$ cat config.mk
export PLATFORM = sky130hd
export DESIGN_NAME = umhc_ctrl
export DESIGN_NICKNAME = d
export VERILOG_FILES = /design/src/logic/umhc_pkg.sv /design/src/logic/umhc_ctrl.sv
export SDC_FILE = /design/constraint.sdc
export NUM_CORES = 1
export LEC_CHECK = 0
export ABC_AREA = 0
export ABC_CLOCK_PERIOD_IN_PS = 3300
export BUFFER_PORTS_ARGS = -buffer_cell sky130_fd_sc_hd__buf_2
export CAP_MARGIN = 20
export CORE_MARGIN = 2
export CORE_UTILIZATION = 48
export DETAILED_ROUTE_END_ITERATION = 10
export HOLD_SLACK_MARGIN = 0.12
export PLACE_DENSITY = 0.84
export SLEW_MARGIN = 10
export SYNTH_ARGS = -nofsm -noshare
export SYNTH_HDL_FRONTEND = slang
export SYNTH_SLANG_ARGS = --single-unit
$ cat constraint.sdc
create_clock -name aclk -period 3.3 [get_ports aclk]
set_clock_uncertainty 0.15 [all_clocks]
set_input_delay 0.66 -clock aclk [delete_from_list [all_inputs] [get_ports aclk]]
set_output_delay 0.66 -clock aclk [all_outputs]
set_load 0.03 [all_outputs]
$ cat src/logic/umhc_pkg.sv
// package: register map and field layout of the modem handshake block
package umhc_pkg;
  localparam logic [7:0] MODEM_CONTROL_OFFS = 8'h10;
  localparam logic [7:0] MODEM_STATUS_OFFS = 8'h14;
  localparam logic [7:0] IRQ_ENABLE_OFFS = 8'h18;
  localparam logic [7:0] FLOW_CONFIG_OFFS = 8'h1C;
  localparam int RTS_CTRL_BIT = 1;
  localparam int RTS_POL_BIT = 9;
  localparam int RTS_LEVEL_BIT = 13;
  localparam int CTS_FLAG_BIT = 0;
  localparam int CTS_LEVEL_BIT = 4;
  localparam int CTS_POL_BIT = 8;
  localparam int MODEM_IRQ_ENABLE_BIT = 3;
  localparam int AUTO_FLOW_BIT = 0;
  localparam int RS485_MODE_BIT = 1;
  localparam int AUTO_DIR_BIT = 2;
  localparam logic [31:0] MODEM_CONTROL_RST = 32'h0000_0200;
  localparam logic [31:0] MODEM_STATUS_RST = 32'h0000_0110;
  localparam logic [1:0] RESP_OKAY = 2'h0;
  localparam logic [1:0] RESP_SLVERR = 2'h2;

  typedef struct packed {
    logic auto_flow;
    logic rs485_mode;
    logic auto_dir;
  } umhc_flow_t;
endpackage

$ cat src/logic/umhc_ctrl.sv
// module: modem handshake control and status with an axi4-lite slave
//
// Function
// - rts_pin_level at control bit 13 reads the level driven on rts.
// - control bit 9 sets rts polarity: 0 active high, 1 active low.
// - control bit 1 drives internal rts: 0 active, 1 inactive.
// - software rts bit ignored while auto-flow owns rts in uart mode.
// - software rts bit ignored while rs485 auto direction is on.
// - status bit 8 sets cts polarity: 0 high active, 1 low active.
// - status bit 4 reports the raw cts input level.
// - cts level updates only with clock enabled and cts function chosen.
// - cts change flag at bit 0 sets on any cts edge, stays set.
// - modem interrupt while change flag and modem_irq_enable bit 3 set.
// - writing one clears the change flag; zero writes ignored.
`timescale 1ns/1ps
module umhc_ctrl (
  input wire logic aclk,
  input wire logic aresetn,
  input wire logic [7:0] s_axi_awaddr,
  input wire logic s_axi_awvalid,
  output logic s_axi_awready,
  input wire logic [31:0] s_axi_wdata,
  input wire logic [3:0] s_axi_wstrb,
  input wire logic s_axi_wvalid,
  output logic s_axi_wready,
  output logic [1:0] s_axi_bresp,
  output logic s_axi_bvalid,
  input wire logic s_axi_bready,
  input wire logic [7:0] s_axi_araddr,
  input wire logic s_axi_arvalid,
  output logic s_axi_arready,
  output logic [31:0] s_axi_rdata,
  output logic [1:0] s_axi_rresp,
  output logic s_axi_rvalid,
  input wire logic s_axi_rready,
  input wire logic pclk_enable,
  input wire logic cts_func_sel,
  input wire logic flow_rts_active,
  input wire logic dir_rts_active,
  input wire logic cts_pin,
  output logic rts_pin,
  output logic cts_active,
  output logic modem_irq
);
  // ---------------------------------------------------------------
  // registers
  // ---------------------------------------------------------------
  logic rts_ctrl_q;
  logic rts_pol_q;
  logic cts_pol_q;
  logic cts_level_q;
  logic cts_flag_q;
  logic modem_irq_enable_q;
  umhc_pkg::umhc_flow_t flow_q;
  logic cts_meta_q;
  logic cts_sync_q;
  logic cts_prev_q;
  logic aw_hold_q;
  logic w_hold_q;
  logic [7:0] awaddr_q;
  logic [31:0] wdata_q;
  logic [3:0] wstrb_q;
  logic rts_int_active;
  logic rts_level_d;
  logic wr_fire;
  logic cts_edge;
  logic flag_clear;
  logic [31:0] rdata_d;
  logic rd_hit;
  logic wr_hit;

  // ---------------------------------------------------------------
  // write channel: address and data taken in either order
  // ---------------------------------------------------------------
  always_ff @(posedge aclk) begin
    if (!aresetn) begin
      aw_hold_q <= 1'b0;
      awaddr_q <= 8'h00;
    end else if (s_axi_awvalid && s_axi_awready) begin
      aw_hold_q <= 1'b1;
      awaddr_q <= s_axi_awaddr;
    end else if (wr_fire) begin
      aw_hold_q <= 1'b0;
    end
  end

  always_ff @(posedge aclk) begin
    if (!aresetn) begin
      w_hold_q <= 1'b0;
      wdata_q <= 32'h0000_0000;
      wstrb_q <= 4'h0;
    end else if (s_axi_wvalid && s_axi_wready) begin
      w_hold_q <= 1'b1;
      wdata_q <= s_axi_wdata;
      wstrb_q <= s_axi_wstrb;
    end else if (wr_fire) begin
      w_hold_q <= 1'b0;
    end
  end

  assign wr_fire = aw_hold_q && w_hold_q && !s_axi_bvalid;

  always_ff @(posedge aclk) begin
    if (!aresetn) begin
      s_axi_awready <= 1'b0;
      s_axi_wready <= 1'b0;
    end else begin
      s_axi_awready <= !aw_hold_q && !(s_axi_awvalid && s_axi_awready)
                       && !s_axi_bvalid;
      s_axi_wready <= !w_hold_q && !(s_axi_wvalid && s_axi_wready)
                      && !s_axi_bvalid;
    end
  end

  always_comb begin
    case (awaddr_q)
      umhc_pkg::MODEM_CONTROL_OFFS, umhc_pkg::MODEM_STATUS_OFFS,
      umhc_pkg::IRQ_ENABLE_OFFS, umhc_pkg::FLOW_CONFIG_OFFS: wr_hit = 1'b1;
      default: wr_hit = 1'b0;
    endcase
  end

  always_ff @(posedge aclk) begin
    if (!aresetn) begin
      s_axi_bvalid <= 1'b0;
      s_axi_bresp <= umhc_pkg::RESP_OKAY;
    end else if (wr_fire) begin
      s_axi_bvalid <= 1'b1;
      s_axi_bresp <= wr_hit ? umhc_pkg::RESP_OKAY : umhc_pkg::RESP_SLVERR;
    end else if (s_axi_bready) begin
      s_axi_bvalid <= 1'b0;
    end
  end

  // ---------------------------------------------------------------
  // software fields
  // ---------------------------------------------------------------
  always_ff @(posedge aclk) begin
    if (!aresetn) begin
      rts_ctrl_q <= umhc_pkg::MODEM_CONTROL_RST[umhc_pkg::RTS_CTRL_BIT];
      rts_pol_q <= umhc_pkg::MODEM_CONTROL_RST[umhc_pkg::RTS_POL_BIT];
    end else if (wr_fire && awaddr_q == umhc_pkg::MODEM_CONTROL_OFFS) begin
      if (wstrb_q[0]) begin
        rts_ctrl_q <= wdata_q[umhc_pkg::RTS_CTRL_BIT];
      end
      if (wstrb_q[1]) begin
        rts_pol_q <= wdata_q[umhc_pkg::RTS_POL_BIT];
      end
    end
  end

  always_ff @(posedge aclk) begin
    if (!aresetn) begin
      cts_pol_q <= umhc_pkg::MODEM_STATUS_RST[umhc_pkg::CTS_POL_BIT];
    end else if (wr_fire && awaddr_q == umhc_pkg::MODEM_STATUS_OFFS
                 && wstrb_q[1]) begin
      cts_pol_q <= wdata_q[umhc_pkg::CTS_POL_BIT];
    end
  end

  always_ff @(posedge aclk) begin
    if (!aresetn) begin
      modem_irq_enable_q <= 1'b0;
      flow_q <= '0;
    end else if (wr_fire && wstrb_q[0]) begin
      if (awaddr_q == umhc_pkg::IRQ_ENABLE_OFFS) begin
        modem_irq_enable_q <= wdata_q[umhc_pkg::MODEM_IRQ_ENABLE_BIT];
      end
      if (awaddr_q == umhc_pkg::FLOW_CONFIG_OFFS) begin
        flow_q.auto_flow <= wdata_q[umhc_pkg::AUTO_FLOW_BIT];
        flow_q.rs485_mode <= wdata_q[umhc_pkg::RS485_MODE_BIT];
        flow_q.auto_dir <= wdata_q[umhc_pkg::AUTO_DIR_BIT];
      end
    end
  end

  // ---------------------------------------------------------------
  // rts output
  // ---------------------------------------------------------------
  always_comb begin
    if (flow_q.rs485_mode && flow_q.auto_dir) begin
      rts_int_active = dir_rts_active;
    end else if (!flow_q.rs485_mode && flow_q.auto_flow) begin
      rts_int_active = flow_rts_active;
    end else begin
      rts_int_active = !rts_ctrl_q;
    end
    rts_level_d = rts_int_active ^ rts_pol_q;
  end

  always_ff @(posedge aclk) begin
    if (!aresetn) begin
      rts_pin <= umhc_pkg::MODEM_CONTROL_RST[umhc_pkg::RTS_LEVEL_BIT];
    end else begin
      rts_pin <= rts_level_d;
    end
  end

  // ---------------------------------------------------------------
  // cts input
  // ---------------------------------------------------------------
  // first stage feeds only the second: no logic reads a metastable bit
  always_ff @(posedge aclk) begin
    if (!aresetn) begin
      cts_meta_q <= 1'b1;
      cts_sync_q <= 1'b1;
      cts_prev_q <= umhc_pkg::MODEM_STATUS_RST[umhc_pkg::CTS_LEVEL_BIT];
    end else begin
      cts_meta_q <= cts_pin;
      cts_sync_q <= cts_meta_q;
      cts_prev_q <= cts_level_q;
    end
  end

  always_ff @(posedge aclk) begin
    if (!aresetn) begin
      cts_level_q <= umhc_pkg::MODEM_STATUS_RST[umhc_pkg::CTS_LEVEL_BIT];
    end else if (pclk_enable && cts_func_sel) begin
      cts_level_q <= cts_sync_q;
    end
  end

  assign cts_edge = cts_level_q != cts_prev_q;
  assign flag_clear = wr_fire && awaddr_q == umhc_pkg::MODEM_STATUS_OFFS
                      && wstrb_q[0] && wdata_q[umhc_pkg::CTS_FLAG_BIT];

  // a fresh edge wins over a clear in the same cycle
  always_ff @(posedge aclk) begin
    if (!aresetn) begin
      cts_flag_q <= 1'b0;
    end else if (cts_edge) begin
      cts_flag_q <= 1'b1;
    end else if (flag_clear) begin
      cts_flag_q <= 1'b0;
    end
  end

  always_ff @(posedge aclk) begin
    if (!aresetn) begin
      cts_active <= 1'b0;
      modem_irq <= 1'b0;
    end else begin
      cts_active <= cts_level_q ^ cts_pol_q;
      modem_irq <= cts_flag_q && modem_irq_enable_q;
    end
  end

  // ---------------------------------------------------------------
  // read channel
  // ---------------------------------------------------------------
  always_comb begin
    rdata_d = 32'h0000_0000;
    rd_hit = 1'b1;
    case (s_axi_araddr)
      umhc_pkg::MODEM_CONTROL_OFFS: begin
        rdata_d[umhc_pkg::RTS_CTRL_BIT] = rts_ctrl_q;
        rdata_d[umhc_pkg::RTS_POL_BIT] = rts_pol_q;
        rdata_d[umhc_pkg::RTS_LEVEL_BIT] = rts_pin;
      end
      umhc_pkg::MODEM_STATUS_OFFS: begin
        rdata_d[umhc_pkg::CTS_FLAG_BIT] = cts_flag_q;
        rdata_d[umhc_pkg::CTS_LEVEL_BIT] = cts_level_q;
        rdata_d[umhc_pkg::CTS_POL_BIT] = cts_pol_q;
      end
      umhc_pkg::IRQ_ENABLE_OFFS: begin
        rdata_d[umhc_pkg::MODEM_IRQ_ENABLE_BIT] = modem_irq_enable_q;
      end
      umhc_pkg::FLOW_CONFIG_OFFS: begin
        rdata_d[umhc_pkg::AUTO_FLOW_BIT] = flow_q.auto_flow;
        rdata_d[umhc_pkg::RS485_MODE_BIT] = flow_q.rs485_mode;
        rdata_d[umhc_pkg::AUTO_DIR_BIT] = flow_q.auto_dir;
      end
      default: rd_hit = 1'b0;
    endcase
  end

  always_ff @(posedge aclk) begin
    if (!aresetn) begin
      s_axi_arready <= 1'b0;
    end else begin
      s_axi_arready <= !s_axi_rvalid && !(s_axi_arvalid && s_axi_arready);
    end
  end

  always_ff @(posedge aclk) begin
    if (!aresetn) begin
      s_axi_rvalid <= 1'b0;
      s_axi_rdata <= 32'h0000_0000;
      s_axi_rresp <= umhc_pkg::RESP_OKAY;
    end else if (s_axi_arvalid && s_axi_arready) begin
      s_axi_rvalid <= 1'b1;
      s_axi_rdata <= rdata_d;
      s_axi_rresp <= rd_hit ? umhc_pkg::RESP_OKAY : umhc_pkg::RESP_SLVERR;
    end else if (s_axi_rready) begin
      s_axi_rvalid <= 1'b0;
    end
  end
endmodule

Word-level counts from Yosys, hierarchy flattened
Cells that the tools add are included.
- memories kept: 0
- memory bits (writable): 0
- bits in latches: 0
- bits of input ports: 64
- output and inout port bits: 44
- memory bits (read-only): 0
- logic and storage cells: 102
- flip-flop bits (word level): 54
- reduce and logical (&&, ||, !) cells: 40
- $add $sub $neg: 0
- div/mod/pow operators: 0
- equality and inequality tests: 9
- bitwise gates (word level): 2
- muxes and demuxes: 23
- $lt $le $gt $ge: 0
- shifts and indexed selects: 0
- $mul: 0
- operators with widths (kind ; count):
    $eq A8 B5 Y1 const B ; 8
    $logic_and A1 B1 Y1 ; 20
    $mux W1 ; 19
    $reduce_bool A2 Y1 ; 5
    $logic_not A1 Y1 ; 9
    $reduce_and A2 Y1 ; 4
    $reduce_or A4 Y1 ; 2
    $mux W2 ; 2
    $pmux W1 S2 ; 2
    $xor A1 B1 Y1 ; 2
    $ne A1 B1 Y1 ; 1

Logic depth before layout (Yosys ltp)
Gate-level depths: netlist of the first run.
- depth after elaboration: 7
- mapped depth: 4
- gate-level depth less buffers: 4

Least setup slack after synthesis of the first run
Ideal clock, no wire load.
- path type: input-to-reg
- start point: in s_axi_araddr[1]
- end point: reg s_axi_rdata[13]
- slack: 1.399 ns
- stages: 4
- arrival time: 1.691 ns
- path buffers: 0
- data required time: 3.090 ns
- cell sequence: or4b_4 > nor3_4 > and4_1 > a32o_2
- longest elaborated chain between the ends: 2
- RTL lines (what ; RTL line ; RTL):
    start, declared ; umhc_ctrl.sv:29 ; input wire logic [7:0] s_axi_araddr,
    $eq A8 B5 Y1 ; umhc_ctrl.sv:254 ; case (s_axi_araddr)
    $mux W1 ; umhc_ctrl.sv:254 ;
    end signal, assigned ; umhc_ctrl.sv:292 ; s_axi_rdata <= rdata_d;
    end, declared ; umhc_ctrl.sv:32 ; output logic [31:0] s_axi_rdata,
No other way between the ends.
A chain may end at the register's enable or synchronous reset.

Worst setup path in the final report of the first run
Same ends and word-level chain as after synthesis.

==> impl_metrics.tcl, run 1 <==
set metrics [dict create \
    netlist_instances 240 \
    drv_cap 0 \
    io_pins 108 \
    crit_buf_inv 1 \
    finalMaxSlewViolations 0 \
    remaining_drc_errors 0 \
    grt_usage 0.1600 \
    wl_met2_um 1754 \
    cts_setup_buffers 0 \
    core_um2 4294 \
    die-area_um2 4960 \
    clockPowerShare 0.317 \
    nets 354 \
    routedWlPerCell_um 10.93 \
    synthTopCellsByArea "dfxtp_1 (45%), buf_4 (9.2%), nand2_1 (9.2%), a21boi_0 (7.1%), o21ai_0 (2.8%)" \
    tightest_slew_ns 0.7574 \
    switchingPower_mw 0.2917 \
    dr.first_iter.drc_count 35 \
    via_per_inst 4.869 \
    power.density_nw_per_um2 459.1 \
    htreeDepth 2 \
    synthArstFlopShare 0 \
    final_cell_count_no_fill 343 \
    ys_seq_area_frac 0.4536 \
    dp.cells 335 \
    num_antenna_cells 0 \
    area_growth_pct 13.64 \
    netlist_area_um2 2118 \
    clk_pin_slew_ns 0.08 \
    synth_warnings 0 \
    combPwrFrac 0.127 \
    synth.avg_cell_area_um2 8.826 \
    path_delay_family "simple AND/OR/NAND/NOR gates" \
    gp_congestion 0.7413 \
    setup-tns-final_ns 0 \
    p_total_mw 1.105 \
    hold_buffers 0 \
    antenna_found_initial 0 \
    m1WireLength_um 1672 \
    synth_top_area_share 0.4536 \
    top_layer "met4" \
    synth_edf_count 0 \
    clk_latency_ns 0.29 \
    start_kind "input pin" \
    globalRoute.totalOverflow 0 \
    start_util 0.4933 \
    yosys.cell_types.count 36 \
    max-slew-margin-rel 0.4951 \
    final-hold-violation-count 0 \
    postRouteAntennaNets 0 \
    drive_gt1_frac 0.2302 \
    p_seq_frac 0.556 \
    die_y_um 70.43 \
    port_buffers 53 \
    grt_max_degree 51 \
    cp.required_ns 3.39 \
    worst-path-max-fanout 5 \
    period_needed_ns 1.809 \
    routed_wl_um 3749 \
    status "complete, no violations" \
    clk_path_buf_depth 2 \
    cts_root_buf "clkbuf_8" \
    clock.fmax_ghz 0.5527 \
    cts_tree "done" \
    routed-wl-met3_um 276 \
    path_class "in -> reg" \
    p_int_mw 0.8135 \
    synth_area_leader_cell "dfxtp_1" \
    cp.arrival_ns 1.90 \
    cpMaxStageDelayCell "or4b_4" \
    vias 1670 \
    peakVddDrop_mv 0.2276 \
    sw_frac_of_total 0.2639 \
    first_pass_iters 4 \
    grt_setup_unrepaired "false" \
    hp-class "reg -> reg" \
    finalCritPeriodShare 0.5483 \
    setup_viol 0 \
    fp.dieW_um 70.43 \
    grt_pass1_wl_um 6375 \
    synthFlopType "dfxtp_1" \
    crit_path_cell_trace "buf_2, or4b_4, nor3_4, and4_1, a32o_2" \
    postCtsResizedCells 0 \
    cts_buffers 5 \
    grt_pass1_vias 1513 \
    core.rowCount 24 \
    leakagePower_nw 1.061 \
    clock_sinks 48 \
    end_kind "flip-flop" \
    hpwlAfterDp_um 2767 \
    yosys_register_bits 48 \
    cpPeakStageDelay_ns 0.54 \
]
-- logic make-up (layout without fill, tap and decap cells) --
group	after synthesis	after routing	synth area share
and+or+nand+nor	102	102	0.2534
muxes	5	5	0.02422
xor gates and xnor gates	2	2	0.008271
other	1	26	0.001770
DFF	48	48	0.4536
buffers and inverters	39	65	0.1152
AOI/OAI and AO/OA	43	43	0.1435
-- power by group through the flow --
stage | Sequential, mW | Clock, mW | Combinational (mW)
after floorplan | 0.638 | 0 | 0.115
after global placement | 0.627 | 0 | 0.138
after detailed placement | 0.628 | 0 | 0.141
after CTS | 0.615 | 0.364 | 0.141
after global routing | 0.618 | 0.388 | 0.154
final | 0.615 | 0.350 | 0.140
-- metrics by stage --
step	instance area, µm²	hold WS, ns	util	setup WS [ns]
floorplan	2212	0.2363	-	1.399
global placement	2317	0.2377	0.5396	1.203
detailed placement	2317	0.2492	0.5396	1.188
CTS	2407	0.2692	0.5606	1.498
global route	2407	0.3035	0.5606	1.443
finish	2407	0.2657	0.5606	1.491
-- synthesized netlist by cell type (2+ instances only) --
library cell,number
nand2b_1,6
inv_1,3
nand2_1,52
clkbuf_1,9
nand4_1,4
and2_1,4
nand3_1,11
o21ai_0,12
nor2_1,4
nor2b_1,2
dfxtp_1,48
and3_1,2
xor2_1,2
o21a_1,2
nand4b_1,5
nor3_1,5
and4b_1,2
a32o_2,2
a21boi_0,20
mux2i_1,4
buf_4,26
-- final timing paths --
kind / from / endpoint / slack (ns) / cells after the start
min reg2reg: cts_meta_q$_SDFF_PN1_ / cts_sync_q$_SDFF_PN1_ / 0.27 / 1
max: s_axi_araddr[1] / s_axi_rdata[13]$_SDFFE_PN0P_ / 1.49 / 5
min: cts_meta_q$_SDFF_PN1_ / cts_sync_q$_SDFF_PN1_ / 0.27 / 1
max reg2reg: awaddr_q[1]$_SDFFE_PN0P_ / flow_q[2]$_SDFFE_PN0P_ / 1.75 / 4
-- registers in the layout, summed over array words and instances, names as in the netlist, 2 cells and up --
name         count
awaddr_q         8
wdata_q          6
wstrb_q          2
flow_q           3
s_axi_rdata      8
-- layer usage --
layer | GRT usage | up-vias
met5 | 0 | -
met4 | 0.05556 | 0
met3 | 0.05195 | 7
met2 | 0.2704 | 57
met1 | 0.1898 | 744
li1 | - | 862
-- layout by cell type (no fill, tap or decap), types with 3 or more instances in the layout --
cell type / count
buf_2: 53
nand2_1: 52
dfxtp_1: 48
conb_1: 26
a21boi_0: 20
o21ai_0: 12
nand3_1: 11
nand2b_1: 6
clkbuf_8: 6
nor3_1: 5
nand4b_1: 5
nand4_1: 4
and2_1: 4
nor2_1: 4
mux2i_1: 4
inv_1: 3
-- final cells by class --
class,instances,area (µm²)
Fill cell,417,1887
Multi-Input combinational cell,178,1007
Sequential cell,48,960.9
Timing Repair Buffer,54,272.8
Clock buffer,8,90.09
Tap cell,52,65.06
Inverter,3,11.26
Note: power is estimated with default switching activity, not from simulation.
==> inputs of run 2 (changes only) <==
--- a/config.mk
+++ b/config.mk
@@ -6,14 +6,14 @@
 export NUM_CORES = 1
 export LEC_CHECK = 0
 export ABC_AREA = 0
-export ABC_CLOCK_PERIOD_IN_PS = 3300
+export ABC_CLOCK_PERIOD_IN_PS = 1700
 export BUFFER_PORTS_ARGS = -buffer_cell sky130_fd_sc_hd__buf_2
 export CAP_MARGIN = 20
 export CORE_MARGIN = 2
-export CORE_UTILIZATION = 48
+export CORE_UTILIZATION = 45
 export DETAILED_ROUTE_END_ITERATION = 10
 export HOLD_SLACK_MARGIN = 0.12
-export PLACE_DENSITY = 0.84
+export PLACE_DENSITY = 0.79
 export SLEW_MARGIN = 10
 export SYNTH_ARGS = -nofsm -noshare
 export SYNTH_HDL_FRONTEND = slang
==> constraint.sdc (replaced) <==
create_clock -name aclk -period 1.7 [get_ports aclk]
set_clock_uncertainty 0.15 [all_clocks]
set_input_delay 0.34 -clock aclk [delete_from_list [all_inputs] [get_ports aclk]]
set_output_delay 0.34 -clock aclk [all_outputs]
set_load 0.03 [all_outputs]
==> run 2 against run 1 <==
Design area up 2.9%. Via count grew 1.7%. Sequential cell count is the same. Critical path type is now reg -> reg.
==> impl_metrics.tcl, run 2 (same netlist as run 1, synthesis figures left out) <==
set metrics [dict create \
    preCtsSetupSlack_ns -0.05523 \
    via_per_inst 4.879 \
    core.rowCount 24 \
    crit_path_cell_trace "nor4b_4, nand4b_1, a31o_2" \
    end_kind "flip-flop" \
    finalMaxSlewViolations 0 \
    gp_congestion 0.7873 \
    cpMaxStageDelayCell "nor4b_4" \
    grt_usage 0.1615 \
    drive_gt1_frac 0.2432 \
    clk_path_buf_depth 2 \
    port_buffers 53 \
    power.density_nw_per_um2 921.6 \
    start_kind "flip-flop" \
    vias 1698 \
    hp-class "in -> reg" \
    cp.arrival_ns 1.55 \
    clk_pin_slew_ns 0.08 \
    status "complete, no violations" \
    clock_sinks 48 \
    postRouteAntennaNets 0 \
    io_pins 108 \
    area_growth_pct 16.95 \
    cts_tree "done" \
    setup-tns-final_ns 0 \
    routed_wl_um 3936 \
    die_y_um 72.61 \
    finalCritPeriodShare 0.8847 \
    layout_commonest_cell "buf_2" \
    clock.fmax_ghz 0.6649 \
    final_cell_mix "buf_2 (53), nand2_1 (52), dfxtp_1 (48)" \
    leakagePower_nw 1.098 \
    cts_buffers 5 \
    remaining_drc_errors 0 \
    drv_cap 0 \
    grt_pass1_wl_um 6699 \
    peakVddDrop_mv 0.4526 \
    num_antenna_cells 0 \
    routedWlPerCell_um 11.31 \
    first_pass_iters 4 \
    final-hold-violation-count 0 \
    grt_max_degree 23 \
    core_um2 4444 \
    period_needed_ns 1.504 \
    dr.first_iter.drc_count 36 \
    hpwlAfterDp_um 3017 \
    globalRoute.totalOverflow 0 \
    setup_viol 0 \
    nets 359 \
    antenna_found_initial 0 \
    cpPeakStageDelay_ns 0.44 \
    clk_latency_ns 0.30 \
    cts_root_buf "clkbuf_8" \
    p_total_mw 2.283 \
    top_regs "awaddr_q x8, s_axi_rdata x8, wdata_q x6" \
    final_area_um2 2477 \
    grt_setup_unrepaired "false" \
    worst-path-max-fanout 7 \
    die-area_um2 5272 \
    htreeDepth 2 \
    fp.dieW_um 72.61 \
    cp.required_ns 1.74 \
    worst_slack_ns 0.1961 \
    post_dp_cell_area_um2 2352 \
    grt_pass1_vias 1578 \
    path_class "reg -> reg" \
    start_util 0.4766 \
]
[run 2: where the power goes]
part / switching, mW / internal, mW
Sequential: 0.0302 / 1.16
Combinational: 0.192 / 0.0902
Clock: 0.370 / 0.437
Total: 0.592 / 1.69
[run 2: timing repair]
action | 4_1_cts | 5_1_grt
hold buffers | 1 | 0
buffers inserted | 0 | 1
endpoints found under the hold margin | 1 | 0
gates resized for setup | 0 | 0
setup endpoints to repair | 0 | 3
[run 2: final timing paths]
check | cells past startpoint | slack [ns] | startpoint | end
max | 3 | 0.20 | awaddr_q[1]$_SDFFE_PN0P_ | rts_ctrl_q$_SDFFE_PN0P_
min | 3 | 0.13 | s_axi_wdata[0] | wdata_q[0]$_SDFFE_PN0P_
max reg2reg | 3 | 0.20 | awaddr_q[1]$_SDFFE_PN0P_ | rts_ctrl_q$_SDFFE_PN0P_
min reg2reg | 1 | 0.26 | cts_meta_q$_SDFF_PN1_ | cts_sync_q$_SDFF_PN1_
[run 2: layout make-up]
type | instances | area (µm²)
repair buffers | 59 | 325.3
flip-flops and latches | 48 | 960.9
well taps | 52 | 65.06
clock buffers | 6 | 72.57
multi-input cells | 178 | 1007
inverters | 3 | 11.26
fillers | 414 | 1967
clock inverters | 2 | 35.03
[run 2: worst max-delay path, delay by kind of cell (launching register included)]
kind	cells	cell delay, ns
AOI/OAI and AO/OA	1	0.28
DFF	1	0.34
and+or+nand+nor	2	0.62
[run 2: layer usage]
metal  up-vias  share of wire  GRT usage
li1        879              -          -
met1       758           0.46     0.1854
met2        55           0.46     0.2828
met3         6          0.060    0.04282
met4         0          0.019    0.06790
met5         -              0          0
[run 2: through the flow]
| step | std cells | hold WS, ns | util |
|---|---|---|---|
| 2_1_floorplan | 265 | 0.2363 | - |
| 3_3_place_gp | 338 | 0.2426 | 0.5293 |
| 3_5_place_dp | 338 | 0.2409 | 0.5293 |
| 4_1_cts | 347 | 0.1214 | 0.5557 |
| 5_1_grt | 348 | 0.1257 | 0.5574 |
| 6_report | 348 | 0.1273 | 0.5574 |
==> inputs of run 3 (changes only) <==
--- a/config.mk
+++ b/config.mk
@@ -9,11 +9,13 @@
 export ABC_CLOCK_PERIOD_IN_PS = 1700
 export BUFFER_PORTS_ARGS = -buffer_cell sky130_fd_sc_hd__buf_2
 export CAP_MARGIN = 20
+export CELL_PAD_IN_SITES_DETAIL_PLACEMENT = 1
+export CELL_PAD_IN_SITES_GLOBAL_PLACEMENT = 1
 export CORE_MARGIN = 2
-export CORE_UTILIZATION = 45
+export CORE_UTILIZATION = 32
 export DETAILED_ROUTE_END_ITERATION = 10
 export HOLD_SLACK_MARGIN = 0.12
-export PLACE_DENSITY = 0.79
+export PLACE_DENSITY_LB_ADDON = 0.1
 export SLEW_MARGIN = 10
 export SYNTH_ARGS = -nofsm -noshare
 export SYNTH_HDL_FRONTEND = slang
==> run 3 against run 2 <==
Power decreased by 4.4%. Fmax increased by 0.20%. Die area increased by 38%.
==> impl_metrics.tcl, run 3 (same netlist as run 1, synthesis figures left out) <==
set metrics [dict create \
    status "complete, no violations" \
    globalRoute.totalOverflow 0 \
    top_regs "awaddr_q x8, s_axi_rdata x8, wdata_q x6" \
    io_pins 108 \
    cp.required_ns 1.72 \
    cts_root_buf "clkbuf_8" \
    die_y_um 85.36 \
    cts_buffers 5 \
    finalCoreUtilization 0.3932 \
    peakVddDrop_mv 0.3735 \
    dp.cells 364 \
    clock.fmax_ghz 0.6662 \
    final_cell_count_no_fill 374 \
    finalCritPeriodShare 0.8829 \
    final_area_um2 2511 \
    start_kind "flip-flop" \
    clock_sinks 48 \
    num_antenna_cells 0 \
    routedWlPerCell_um 12.52 \
    period_needed_ns 1.501 \
    postCtsResizedCells 0 \
    antenna_found_initial 0 \
    nets 360 \
    hp-class "in -> reg" \
    finalMaxSlewViolations 0 \
    clk_path_buf_depth 2 \
    clk_latency_ns 0.29 \
    grt_pass1_vias 1687 \
    final_cell_mix "buf_2 (53), nand2_1 (52), dfxtp_1 (48)" \
    cpMaxStageDelayCell "nor3_1" \
    grt_setup_unrepaired "false" \
    setup_viol 0 \
    grt_pass1_wl_um 7935 \
    path_delay_family "simple AND/OR/NAND/NOR gates" \
    grt_max_degree 20 \
    core_um2 6386 \
    worst-path-max-fanout 4 \
    port_buffers 53 \
    cpPeakStageDelay_ns 0.41 \
    leakagePower_nw 1.100 \
    cts_tree "done" \
    fp.dieW_um 85.36 \
    die-area_um2 7286 \
    core.rowCount 29 \
    area_growth_pct 18.55 \
    end_kind "flip-flop" \
    htreeDepth 2 \
    preCtsSetupSlack_ns -0.09106 \
    drv_cap 0 \
    gp_congestion 0.6541 \
    hpwlAfterDp_um 3542 \
    dr.first_iter.drc_count 47 \
    power.density_nw_per_um2 869.4 \
    remaining_drc_errors 0 \
    drive_gt1_frac 0.2424 \
    cp.arrival_ns 1.52 \
    setup-tns-final_ns 0 \
    start_util 0.3317 \
    routed_wl_um 4684 \
    grt_usage 0.1349 \
    first_pass_iters 3 \
    layout_commonest_cell "buf_2" \
    crit_buf_inv 0 \
    path_class "reg -> reg" \
    postRouteAntennaNets 0 \
    post_dp_cell_area_um2 2404 \
    via_per_inst 4.583 \
    clk_pin_slew_ns 0.08 \
    vias 1714 \
    worst_slack_ns 0.1990 \
    crit_path_cell_trace "nor3_1, nand4_1, mux2i_1, nand2_1" \
    final-hold-violation-count 0 \
]
==> run 3: cell count changes in the layout (fill, tap and decap cells not counted), sizes merged <==
cell,previous run,this run
clkinv,1,0
bufinv,1,0
clkbuf,6,8
buf,58,59
==> run 3: area by class of cell <==
class | instances | area, µm²
multi-input cells | 178 | 1007
repair buffers | 60 | 345.3
flip-flops and latches | 48 | 960.9
clock buffers | 8 | 90.09
well taps | 77 | 96.34
fillers | 783 | 3875
inverters | 3 | 11.26
==> run 3: metrics by stage <==
step | power [mW] | hold slack (ns)
2_1_floorplan | 1.460 | 0.2363
3_3_place_gp | 1.510 | 0.2394
3_5_place_dp | 1.515 | 0.2507
4_1_cts | 2.209 | 0.1316
5_1_grt | 2.290 | 0.1367
6_report | 2.183 | 0.1384
==> run 3: path summary, 6_finish.rpt <==
kind	cells past startpoint	start	slack (ns)	end
hold / removal	3	s_axi_awaddr[1]	0.14	awaddr_q[1]$_SDFFE_PN0P_
hold reg to reg	1	cts_meta_q$_SDFF_PN1_	0.26	cts_sync_q$_SDFF_PN1_
setup / recovery	4	awaddr_q[6]$_SDFFE_PN0P_	0.20	cts_pol_q$_SDFFE_PN1P_
setup reg to reg	4	awaddr_q[6]$_SDFFE_PN0P_	0.20	cts_pol_q$_SDFFE_PN1P_
==> run 3: layer usage <==
metal | up-vias | wire length, µm | global-route usage
met2 | 54 | 2083 | 0.2188
li1 | 878 | - | -
met1 | 776 | 2290 | 0.1783
met4 | 0 | 63 | 0.04762
met3 | 6 | 246 | 0.02724
met5 | - | 0 | 0
==> run 3: worst register-to-register path, stage by stage, from the launching register on <==
cell	delay [ns]
dfxtp_1	0.35
nor3_1	0.41
nand4_1	0.21
mux2i_1	0.19
nand2_1	0.06
==> run 3: repair_timing <==
| item | 4_1_cts | 5_1_grt |
|---|---|---|
| hold buffers | 1 | 0 |
| endpoints found under the hold margin | 1 | 0 |
| endpoints found under the setup margin | 0 | 3 |
| setup buffers | 0 | 1 |
==> run 3: where the power goes <==
part           internal [mW]  leakage, nW  total [mW]  switching (mW)
logic                 0.0963        0.663       0.294           0.198
registers               1.16        0.391        1.19          0.0296
clock network          0.332       0.0455       0.695           0.363
